===== config.mk =====
export PLATFORM = sky130hd
export DESIGN_NAME = tcp_timer
export DESIGN_NICKNAME = d
export VERILOG_FILES = /design/src/inc/tcp_pkg.sv /design/src/design/tcp_timer.sv
export SDC_FILE = /design/constraint.sdc
export NUM_CORES = 1
export LEC_CHECK = 0
export ABC_AREA = 1
export BUFFER_PORTS_ARGS = -buffer_cell sky130_fd_sc_hd__buf_2
export CORE_UTILIZATION = 65
export CTS_CLUSTER_SIZE = 16
export DETAILED_ROUTE_END_ITERATION = 10
export GPL_TIMING_DRIVEN = 0
export HOLD_SLACK_MARGIN = 0.02
export PLACE_DENSITY = 0.86
export RECOVER_POWER = 100
export REMOVE_ABC_BUFFERS = 1
export SETUP_SLACK_MARGIN = 0.5
export SKIP_LAST_GASP = 1
export SYNTH_ARGS = -nofsm -noshare
export SYNTH_HDL_FRONTEND = slang
export SYNTH_SLANG_ARGS = --single-unit

===== constraint.sdc =====
create_clock -name clk_i -period 4.7 [get_ports clk_i]
set_input_delay 0.47 -clock clk_i [delete_from_list [all_inputs] [get_ports clk_i]]
set_output_delay 0.47 -clock clk_i [all_outputs]
set_load 0.01 [all_outputs]

===== src/inc/tcp_pkg.sv =====
package tcp_pkg;

	// register word indices on the plain register port
	localparam logic [2:0] ADDR_COUNT   = 3'h0;
	localparam logic [2:0] ADDR_CMP_A   = 3'h1;
	localparam logic [2:0] ADDR_CMP_B   = 3'h2;
	localparam logic [2:0] ADDR_MODE    = 3'h3;
	localparam logic [2:0] ADDR_CCCTL   = 3'h4;
	localparam logic [2:0] ADDR_PRESC   = 3'h5;
	localparam logic [2:0] ADDR_OUTCTL  = 3'h6;
	localparam logic [2:0] ADDR_STATUS  = 3'h7;

	// field positions
	localparam int RUN_LO_POS   = 2;
	localparam int RUN_HI_POS   = 3;
	localparam int EDGE_A_POS   = 4;
	localparam int EDGE_B_POS   = 6;
	localparam int CLKSEL_POS   = 0;
	localparam int OVF_POS      = 0;

	// reset value and counter limit
	localparam logic [15:0] CMP_RST   = 16'h0000;
	localparam logic [15:0] COUNT_MAX = 16'hFFFF;

	// count clock prescaler ratios, expressed as terminal counts
	localparam logic [7:0] DIV4_LAST   = 8'h03;
	localparam logic [7:0] DIV256_LAST = 8'hFF;

	// run mode (timer_mode_control bits 3:2)
	typedef enum logic [1:0] {
		TCP_RUN_STOP    = 2'b00,
		TCP_RUN_RESTART = 2'b01,
		TCP_RUN_FREE    = 2'b10,
		TCP_RUN_MATCH   = 2'b11
	} tcp_run_e;

	// valid edge selection for a capture input
	typedef enum logic [1:0] {
		TCP_EDGE_FALL = 2'b00,
		TCP_EDGE_RISE = 2'b01,
		TCP_EDGE_NONE = 2'b10,
		TCP_EDGE_BOTH = 2'b11
	} tcp_edge_e;

	// capture_compare_control
	typedef struct packed {
		logic b_capture;
		logic capture_source_a_bit;
		logic a_capture;
	} tcp_ccctl_s;

	// output_control
	typedef struct packed {
		logic ppg_select;
		logic toggle_on_match_bit;
		logic output_enable_bit;
	} tcp_outctl_s;

	// prescaler_edge_config
	typedef struct packed {
		tcp_edge_e edge_b;
		tcp_edge_e edge_a;
		logic [1:0] reserved;
		logic [1:0] clk_sel;
	} tcp_presc_s;

endpackage


===== src/design/tcp_timer.sv =====
// Chosen here: the plain strobed port and the register addresses.
`timescale 1ns/1ps

// Operation
// - free-running, valid input-A edge copies count into register B, raises irq_b.
// - input-A valid edge selected by prescaler config bits 4 and 5.
// - input-B valid edge selected by prescaler config bits 6 and 7.
// - inputs sampled on count clock; level must be seen twice before capture.
// - input-B valid edge copies count into register A, raises irq_a.
// - in two-register mode, opposite input-A edge captures into register A.
// - input-A both-edges selection blocks register-A capture in two-register and restart.
// - capture source bit set: input-B edge raises irq_a without capturing.
// - restart mode: input-A edge captures into B, then clears counter.
// - device sets overflow flag on wrap; software ignores it while measuring.
// - output enable and toggle bits set: pin inverts on each register-A match, every register-A-plus-one counts in clear-on-match run mode.
// - pulse output drives width from register B, period from register A.
// - pulse period is A plus one counts, active time B plus one counts.
// - counter runs while run bits nonzero, stops when both are zero.
module tcp_timer (
	// clock and reset
	input  wire logic        clk_i,
	input  wire logic        rst_i,
	// register port
	input  wire logic [2:0]  addr_i,
	input  wire logic [15:0] wdata_i,
	input  wire logic        wr_i,
	input  wire logic        rd_i,
	output logic      [15:0] rdata_o,
	// pins
	input  wire logic        capture_input_a_i,
	input  wire logic        capture_input_b_i,
	output logic             timer_output_pin_o,
	// event requests
	output logic             irq_a_o,
	output logic             irq_b_o
);

	logic [15:0]         cnt_ff;
	logic [15:0]         cc_a_ff;
	logic [15:0]         cc_b_ff;
	tcp_pkg::tcp_run_e   run_ff;
	tcp_pkg::tcp_ccctl_s ccctl_ff;
	tcp_pkg::tcp_presc_s presc_ff;
	tcp_pkg::tcp_outctl_s outctl_ff;
	logic                ovf_ff;
	logic [7:0]          pre_ff;
	logic                tick;
	logic [1:0]          sync_a_ff;
	logic [1:0]          sync_b_ff;
	logic [1:0]          smp_a_ff;
	logic [1:0]          smp_b_ff;
	logic                filt_a_ff;
	logic                filt_b_ff;
	logic                out_ff;
	logic                running;
	logic                rise_a;
	logic                fall_a;
	logic                rise_b;
	logic                fall_b;
	logic                edge_a_ev;
	logic                edge_b_ev;
	logic                opp_a_ev;
	logic                cap_b_ev;
	logic                cap_a_ev;
	logic                irqa_ev;
	logic                match_a;
	logic                match_b;
	logic                clr_match;
	logic                restart_ev;
	logic                wrap_ev;
	logic                ppg_mode;

	assign running = (run_ff != tcp_pkg::TCP_RUN_STOP);

	// count clock prescaler: full rate, /4, /256
	always_ff @(posedge clk_i) begin
		if (rst_i || !running) begin
			pre_ff <= 8'h00;
		end else begin
			pre_ff <= pre_ff + 8'h01;
		end
	end

	always_comb begin
		case (presc_ff.clk_sel)
			2'b01:   tick = running && (pre_ff[1:0] == tcp_pkg::DIV4_LAST[1:0]);
			2'b10:   tick = running && (pre_ff == tcp_pkg::DIV256_LAST);
			default: tick = running;
		endcase
	end

	// pin synchronisers, two flip-flops each
	always_ff @(posedge clk_i) begin
		if (rst_i) begin
			sync_a_ff <= 2'b00;
			sync_b_ff <= 2'b00;
		end else begin
			sync_a_ff <= {sync_a_ff[0], capture_input_a_i};
			sync_b_ff <= {sync_b_ff[0], capture_input_b_i};
		end
	end

	// noise filter: level accepted after two equal count-clock samples
	always_ff @(posedge clk_i) begin
		if (rst_i) begin
			smp_a_ff  <= 2'b00;
			smp_b_ff  <= 2'b00;
			filt_a_ff <= 1'b0;
			filt_b_ff <= 1'b0;
		end else if (tick) begin
			smp_a_ff <= {smp_a_ff[0], sync_a_ff[1]};
			smp_b_ff <= {smp_b_ff[0], sync_b_ff[1]};
			if (smp_a_ff[0] == smp_a_ff[1]) begin
				filt_a_ff <= smp_a_ff[1];
			end
			if (smp_b_ff[0] == smp_b_ff[1]) begin
				filt_b_ff <= smp_b_ff[1];
			end
		end
	end

	// filtered edges, taken only while the counter runs
	assign rise_a = tick && (smp_a_ff[0] == smp_a_ff[1]) && smp_a_ff[1] && !filt_a_ff;
	assign fall_a = tick && (smp_a_ff[0] == smp_a_ff[1]) && !smp_a_ff[1] && filt_a_ff;
	assign rise_b = tick && (smp_b_ff[0] == smp_b_ff[1]) && smp_b_ff[1] && !filt_b_ff;
	assign fall_b = tick && (smp_b_ff[0] == smp_b_ff[1]) && !smp_b_ff[1] && filt_b_ff;

	// valid edge and opposite edge per selection
	always_comb begin
		case (presc_ff.edge_a)
			tcp_pkg::TCP_EDGE_FALL: begin
				edge_a_ev = fall_a;
				opp_a_ev  = rise_a;
			end
			tcp_pkg::TCP_EDGE_RISE: begin
				edge_a_ev = rise_a;
				opp_a_ev  = fall_a;
			end
			tcp_pkg::TCP_EDGE_BOTH: begin
				edge_a_ev = rise_a || fall_a;
				opp_a_ev  = 1'b0;
			end
			default: begin
				edge_a_ev = 1'b0;
				opp_a_ev  = 1'b0;
			end
		endcase
		case (presc_ff.edge_b)
			tcp_pkg::TCP_EDGE_FALL: edge_b_ev = fall_b;
			tcp_pkg::TCP_EDGE_RISE: edge_b_ev = rise_b;
			tcp_pkg::TCP_EDGE_BOTH: edge_b_ev = rise_b || fall_b;
			default:                edge_b_ev = 1'b0;
		endcase
	end

	// capture and compare events
	assign cap_b_ev   = ccctl_ff.b_capture && edge_a_ev;
	assign cap_a_ev   = ccctl_ff.a_capture && (ccctl_ff.capture_source_a_bit ?
		opp_a_ev : edge_b_ev);
	assign irqa_ev    = cap_a_ev || (ccctl_ff.a_capture && edge_b_ev) || match_a;
	assign match_a    = tick && !ccctl_ff.a_capture && (cnt_ff == cc_a_ff);
	assign match_b    = tick && !ccctl_ff.b_capture && (cnt_ff == cc_b_ff);
	assign clr_match  = match_a && (run_ff == tcp_pkg::TCP_RUN_MATCH);
	assign restart_ev = edge_a_ev && (run_ff == tcp_pkg::TCP_RUN_RESTART);
	assign wrap_ev    = tick && (cnt_ff == tcp_pkg::COUNT_MAX) && !clr_match && !restart_ev;
	assign ppg_mode   = outctl_ff.ppg_select && (run_ff == tcp_pkg::TCP_RUN_MATCH);

	// counter
	always_ff @(posedge clk_i) begin
		if (rst_i || !running) begin
			cnt_ff <= 16'h0000;
		end else if (clr_match || restart_ev) begin
			cnt_ff <= 16'h0000;
		end else if (tick) begin
			cnt_ff <= cnt_ff + 16'h0001;
		end
	end

	// overflow flag: wrap sets, write of one clears, set wins
	always_ff @(posedge clk_i) begin
		if (rst_i) begin
			ovf_ff <= 1'b0;
		end else if (wrap_ev) begin
			ovf_ff <= 1'b1;
		end else if (wr_i && addr_i == tcp_pkg::ADDR_STATUS && wdata_i[tcp_pkg::OVF_POS]) begin
			ovf_ff <= 1'b0;
		end
	end

	// compare/capture registers: hardware capture wins over a software write
	always_ff @(posedge clk_i) begin
		if (rst_i) begin
			cc_a_ff <= tcp_pkg::CMP_RST;
			cc_b_ff <= tcp_pkg::CMP_RST;
		end else begin
			if (cap_a_ev) begin
				cc_a_ff <= cnt_ff;
			end else if (wr_i && addr_i == tcp_pkg::ADDR_CMP_A) begin
				cc_a_ff <= wdata_i;
			end
			if (cap_b_ev) begin
				cc_b_ff <= cnt_ff;
			end else if (wr_i && addr_i == tcp_pkg::ADDR_CMP_B) begin
				cc_b_ff <= wdata_i;
			end
		end
	end

	// control registers
	always_ff @(posedge clk_i) begin
		if (rst_i) begin
			run_ff    <= tcp_pkg::TCP_RUN_STOP;
			ccctl_ff  <= '0;
			presc_ff  <= '0;
			outctl_ff <= '0;
		end else if (wr_i) begin
			case (addr_i)
				tcp_pkg::ADDR_MODE: begin
					run_ff <= tcp_pkg::tcp_run_e'(
						wdata_i[tcp_pkg::RUN_HI_POS:tcp_pkg::RUN_LO_POS]);
				end
				tcp_pkg::ADDR_CCCTL:  ccctl_ff  <= tcp_pkg::tcp_ccctl_s'(wdata_i[2:0]);
				tcp_pkg::ADDR_PRESC:  presc_ff  <= tcp_pkg::tcp_presc_s'(wdata_i[7:0]);
				tcp_pkg::ADDR_OUTCTL: outctl_ff <= tcp_pkg::tcp_outctl_s'(wdata_i[2:0]);
				default: begin
				end
			endcase
		end
	end

	// event pulses, one cycle each
	always_ff @(posedge clk_i) begin
		if (rst_i) begin
			irq_a_o <= 1'b0;
			irq_b_o <= 1'b0;
		end else begin
			irq_a_o <= irqa_ev;
			irq_b_o <= cap_b_ev || match_b;
		end
	end

	// timer output: square wave toggle or programmable pulse
	always_ff @(posedge clk_i) begin
		if (rst_i || !outctl_ff.output_enable_bit) begin
			out_ff <= 1'b0;
		end else if (ppg_mode) begin
			if (clr_match) begin
				out_ff <= 1'b1;
			end else if (match_b) begin
				out_ff <= 1'b0;
			end
		end else if (outctl_ff.toggle_on_match_bit && match_a) begin
			out_ff <= !out_ff;
		end
	end

	assign timer_output_pin_o = out_ff;

	// read data, one cycle after the strobe
	always_ff @(posedge clk_i) begin
		if (rst_i) begin
			rdata_o <= 16'h0000;
		end else if (rd_i) begin
			case (addr_i)
				tcp_pkg::ADDR_COUNT:  rdata_o <= cnt_ff;
				tcp_pkg::ADDR_CMP_A:  rdata_o <= cc_a_ff;
				tcp_pkg::ADDR_CMP_B:  rdata_o <= cc_b_ff;
				tcp_pkg::ADDR_MODE:   rdata_o <= {12'h000, run_ff, 2'b00};
				tcp_pkg::ADDR_CCCTL:  rdata_o <= {13'h0000, ccctl_ff};
				tcp_pkg::ADDR_PRESC:  rdata_o <= {8'h00, presc_ff};
				tcp_pkg::ADDR_OUTCTL: rdata_o <= {13'h0000, outctl_ff};
				default:              rdata_o <= {15'h0000, ovf_ff};
			endcase
		end else begin
			rdata_o <= 16'h0000;
		end
	end
endmodule


After elaboration in Yosys (flattened, before gate mapping)
Index checks and enable logic that the tools add are counted.
Word-level totals
  register bits: 102
  bits in latches: 0
  memory bits (writable): 0
  ROM bits: 0
  input bits: 25
  output and inout port bits: 19
  memories kept: 0
Operators by class
  add/subtract/negate cells: 2
  multipliers: 0
  div/mod/pow operators: 0
  order comparisons: 0
  eq/ne operators: 23
  shift operators: 0
  multiplexer cells: 16
  bitwise logic cells: 1
  reductions and logical operators: 66
Operators by type and width (number)
  $pmux W16 S7: 1
  $mux W16: 4
  $eq A16 B16 Y1: 2
  $logic_and A1 B1 Y1: 30
  $add A16 B1 Y16 const B: 1
  $eq A16 B16 Y1 const B: 1
  $reduce_and A2 Y1: 7
  $eq A3 B3 Y1 const B: 4
  $logic_not A1 Y1: 11
  $eq A2 B2 Y1 const B: 5
  $reduce_bool A2 Y1: 5
  $add A8 B1 Y8 const B: 1
  $eq A2 B1 Y1 const B: 4
  $eq A8 B8 Y1 const B: 1
  $logic_or A1 B1 Y1: 8
  $mux W1: 7
  $eq A3 B2 Y1 const B: 2
  $pmux W1 S3: 2
  $logic_not A2 Y1: 2
  $pmux W1 S2: 2
  $reduce_or A2 Y1: 2
  $eq A3 B1 Y1 const B: 1
  $logic_not A3 Y1: 1
  $ne A3 B3 Y1 const B: 1
  other kinds (2): 3

Logic depth before layout (Yosys ltp)
  depth after elaboration: 12
  gate-level depth with buffers: 14

Least setup slack after synthesis
Ideal clock, no wire load.
  path type: register to register
  start: reg presc_ff[0] in the netlist's numbering
  end: reg cc_a_ff[14]
  setup time: 0.071 ns
  arrival: 1.724 ns
  data required time: 4.629 ns
  slack: 2.905 ns
  cell stages (with the launch flop): 11
  clock period less this slack: 1.795 ns
  cell sequence: dfxtp_1 -> inv_1 -> ha_1 -> a21oi_2 -> nand2_2 -> nand4_1 -> nand3_2 -> nand3_4 -> buf_2 -> nand3_1 -> a21oi_1
Between the ends
  cells in the longest elaborated chain, start to end: 10
  elaborated cells on any way between the ends: 20
Ends and longest elaborated chain
  start, declared: line tcp_timer.sv:43  | tcp_pkg::tcp_presc_s presc_ff;
  start signal, assigned: line tcp_timer.sv:223  | tcp_pkg::ADDR_PRESC: presc_ff <= tcp_pkg::tcp_presc_s'(wdata_i[7:0]);
  $eq A2 B2 Y1 / $eq A2 B1 Y1 (equally long branches): line tcp_timer.sv:85  | case (presc_ff.clk_sel)
  $pmux W1 S2 (*): line tcp_timer.sv:85
  $logic_and A1 B1 Y1: line tcp_timer.sv:125, tcp_timer.sv:126
  $logic_and A1 B1 Y1 (on tied branches) (2 in series): line tcp_timer.sv:125, tcp_timer.sv:126
  $logic_or A1 B1 Y1: line tcp_timer.sv:151  | tcp_pkg::TCP_EDGE_BOTH: edge_b_ev = rise_b || fall_b;
  $pmux W1 S3: line tcp_timer.sv:148  | case (presc_ff.edge_b)
  $mux W1 (*): line tcp_timer.sv:158  | assign cap_a_ev = ccctl_ff.a_capture && (ccctl_ff.capture_source_a_bit ?
  $logic_and A1 B1 Y1 (*): line tcp_timer.sv:158
  $mux W16 / $reduce_bool A2 Y1 (equally long branches)
  end signal, assigned: line tcp_timer.sv:193  | cc_a_ff <= tcp_pkg::CMP_RST;
  end signal, assigned: line tcp_timer.sv:197  | cc_a_ff <= cnt_ff;
  end signal, assigned: line tcp_timer.sv:199  | cc_a_ff <= wdata_i;
  end, declared: line tcp_timer.sv:39  | logic [15:0] cc_a_ff;
Every way passes the cells marked *; elsewhere a longest branch is shown, timed or not.
A chain may end at the register's enable or synchronous reset.

Worst setup path after layout
  start: reg pre_ff[0]
  end: reg cc_a_ff[5]
Between the ends
  cells in the longest elaborated chain, start to end: 11
  elaborated cells on any way between the ends: 22
Ends and longest elaborated chain
  start, declared: line tcp_timer.sv:46  | logic [7:0] pre_ff;
  start signal, assigned: line tcp_timer.sv:80  | pre_ff <= pre_ff + 8'h01;
  $eq A8 B8 Y1 / $eq A2 B2 Y1 (equally long branches): line tcp_timer.sv:87, tcp_timer.sv:86
  $logic_and A1 B1 Y1 (on tied branches): line tcp_timer.sv:87, tcp_timer.sv:86
  $pmux W1 S2 (*): line tcp_timer.sv:85
  $logic_and A1 B1 Y1: line tcp_timer.sv:125, tcp_timer.sv:126
  $logic_and A1 B1 Y1 (on tied branches) (2 in series): line tcp_timer.sv:125, tcp_timer.sv:126
  $logic_or A1 B1 Y1: line tcp_timer.sv:151
  $pmux W1 S3: line tcp_timer.sv:148
  $mux W1 (*): line tcp_timer.sv:158
  $logic_and A1 B1 Y1 (*): line tcp_timer.sv:158
  $mux W16 / $reduce_bool A2 Y1 (equally long branches)
Marked as above.

==> summary.txt <==
Status
  • Status: finished, violations left
  • Failing checks: max-capacitance violations, max-slew violations

Clock tree
  • Inserted Clock Buffers: 9
  • CTS tree: yes
  • CTS H-tree lvls: 3
  • CTS resizes: 0
  • CTS Hold Bufs: 0
  • Root Driver: clkbuf_8
  • CTS Sinks: about 100
  • CTS clk-pin slew, worst paths: roughly 110 ps
  • Maximum clock insertion buffer count: 2
  • Setup bufs post-CTS: 0
  • Worst skew pair latency: around 380 ps

Routing
  • Initial DRT Pass Iterations: 6
  • DR WL/cell: approximately 17 µm
  • Vias: 5,816
  • Number of remaining DRC errors: 0
  • DRT Wirelength: about 16,000 µm
  • Vias per cell: 6.27
  • DRT iter0 DRCs: 635
  • Final antenna-violating net count: 0

Timing
  • Clk_skew: 13.7 ps
  • Final worst path period share: 0.776
  • Hold Fails Final Rpt: 0
  • Fin crit period: 3650 ps
  • Slew headroom: -0.294
  • TNS Setup: 0 ps
  • Unrepaired setup endpoints after global routing: false
  • Slew Limit Fails: 36
  • Final WS setup: approximately 1100 ps
  • Final-report setup violation count: 0
  • Achievable frequency: 274 MHz
  • Worst Tran Pin Value: 1940 ps

Synth
  • Share of the synthesized area in the top cell type: 0.378
  • Number of synthesized register bits: 102
  • Post-synth top area cell: dfxtp_1
  • Mapped cell area: between 0.005 and 0.006 mm²
  • Cells after Synth: 803
  • Synth warn: 0
  • Synth cell types: 35
  • Avg Cell Area, Syn: 6.72 µm²
  • Top post-synthesis cells by area: dfxtp_1 38%, nand2_1 14%, inv_1 7.0%
  • Sequential area share after synthesis: 0.378

Power and ir drop
  • Pwr dens: slightly below 300 mW/mm²
  • Peak VDD IR: roughly 0.23 mV
  • Design Power: around 1.7 mW
  • Leak pwr: 2.42 nW

Cells and area
  • P&R area growth vs syn: 6.31%
  • Post-Layout Cell Count: about 930
  • Antenna cells: 0
  • # nets final: between 800 and 900
  • Utilization after layout: 0.727
  • Layout cells sized above 1: 0.0642

Die
  • Row count: 32
  • DIE AREA: between 0.008 and 0.009 mm²
  • Area of the core: between 0.007 and 0.008 mm²
  • Die Width: about 93 µm
  • IO Pins: 44
  • Starting density of the core: 0.684
  • Die Height: between 90 and 100 µm

Placed design
  • Pre-CTS WS: roughly 1500 ps
  • Routability cong.: 1.02
  • HPWL Detailed: between 10,000 and 15,000 µm
  • DP Cell Count: between 900 and 1,000
  • PortBufs: between 40 and 50

Worst setup path
  • Reg2reg setup slack: 1050 ps
  • CP arrival: about 3800 ps
  • CP Class: reg2reg
  • Crit Path Max Fanout: 33
  • Setup crit start kind: flip-flop
  • Worst setup EP type: flip-flop
  • Critical Path Source: pre_ff[0]
  • WP data required: between 4000 and 5000 ps
  • Worst r2r src: pre_ff[0]

Global route
  • First-pass GRT wire length: 25,600 µm
  • Pin count of the biggest net entering global routing: 36
  • Initial antenna violation count: 0
  • Overall global routing resource usage: 0.384
  • Total gr overflow: 0
  • Via count of the first global-routing pass: about 5,400

Worst hold path
  • Hold Path Origin: capture_input_a_i
  • Worst Hold Class: in2reg

Flow run
  • Max Cap Viol: 1
cells by family after synthesis:
logic type,count (synthesis),synth area share
buf+inv,138,0.104
fa+ha+maj,3,0.00696
compound gates,142,0.154
xor+xnor,23,0.0373
simple gates,395,0.319
flops,102,0.378
per-stage QoR:
stage | hold WS [ps] | cell area [µm²]
finish | 291 | 5740
global route | 304 | 5740
CTS | 294 | 5780
detailed placement | 398 | 5560
global placement | 390 | 5560
floorplan | 388 | 5220
path summary, 6_finish.rpt:
check,endpoint,depth (start not counted)
worst max-delay path,cc_a_ff[5],10
worst min-delay path,sync_a_ff[0],3
worst max register to register,cc_a_ff[5],10
worst min register to register,sync_b_ff[1],2
per-layer routing:
| metal | track usage | wire (µm) | part of all wire |
|---|---|---|---|
| met4 | 0.199 | 683 | 0.042 |
| met2 | 0.601 | 6990 | 0.43 |
| met1 | 0.477 | 6270 | 0.39 |
| met3 | 0.112 | 2180 | 0.14 |
| met5 | 0 | 0 | 0 |
registers in the layout, summed over array words and instances (netlist names):
name / count
cc_a_ff: 16
cc_b_ff: 16
ccctl_ff: 3
cnt_ff: 16
filt_a_ff: 1
filt_b_ff: 1
irq_a_o: 1
irq_b_o: 1
outctl_ff: 3
ovf_ff: 1
pre_ff: 8
presc_ff: 8
rdata_o: 16
run_ff: 2
smp_a_ff: 2
smp_b_ff: 2
sync_a_ff: 2
sync_b_ff: 2
timer_output_pin_o: 1
critical path, cell delays in order, from the launching register on:
cell     delay, ps
dfxtp_1        380
ha_1           230
nand2_1         90
nor2_1         170
nand2_2        100
a21oi_4        430
nand4_1        180
nand2_2        370
nand3_1       1000
nand3_1        360
a21oi_1        110
synthesized netlist by cell type:
master    count
inv_2         1
o221ai_1      7
buf_2        15
dfxtp_1     102
nand3_1      42
nand2_2       4
nor4_1        3
a21oi_2       1
nand3_2       2
o211a_1       6
nor2_2        7
a21oi_1      58
o211ai_1      3
o22ai_1      15
o21ai_1       1
xor2_1       19
xnor2_1       4
inv_1       101
a211oi_1      3
or2_2         2
clkbuf_1     15
nand3_4       1
ha_1          3
nor2_1       79
buf_4         1
nor3b_1       6
a21oi_4       1
a31oi_1       2
nor3_1       24
o21ai_0      41
nand4_1      27
nand2_1     198
buf_6         2
a221oi_1      4
clkbuf_2      3
power breakdown:
| part | internal, mW | switching, mW | total (mW) |
|---|---|---|---|
| logic | 0.0406 | 0.102 | 0.142 |
| clock network | 0.304 | 0.324 | 0.628 |
| registers | 0.881 | 0.0155 | 0.896 |
final cells by class:
cell class                      count  area [µm²]
Clock buffer                       10         128
Fill cell                         677        2150
Timing Repair Buffer               43         190
Tap cell                          102         128
Inverter                          102         383
Clock inverter                      6        93.8
Sequential cell                   102        2040
Multi-Input combinational cell    563        2770
cell usage in the layout, fill, tap and decap left out, types with 19 or more instances in the layout:
master	n
clkbuf_1	21
nand4_1	27
buf_2	23
nor3_1	24
o21ai_0	42
nand3_1	44
inv_1	101
a21oi_1	58
dfxtp_1	102
nand2_1	200
xor2_1	19
nor2_1	79
Note: power is estimated with default switching activity, not from simulation.
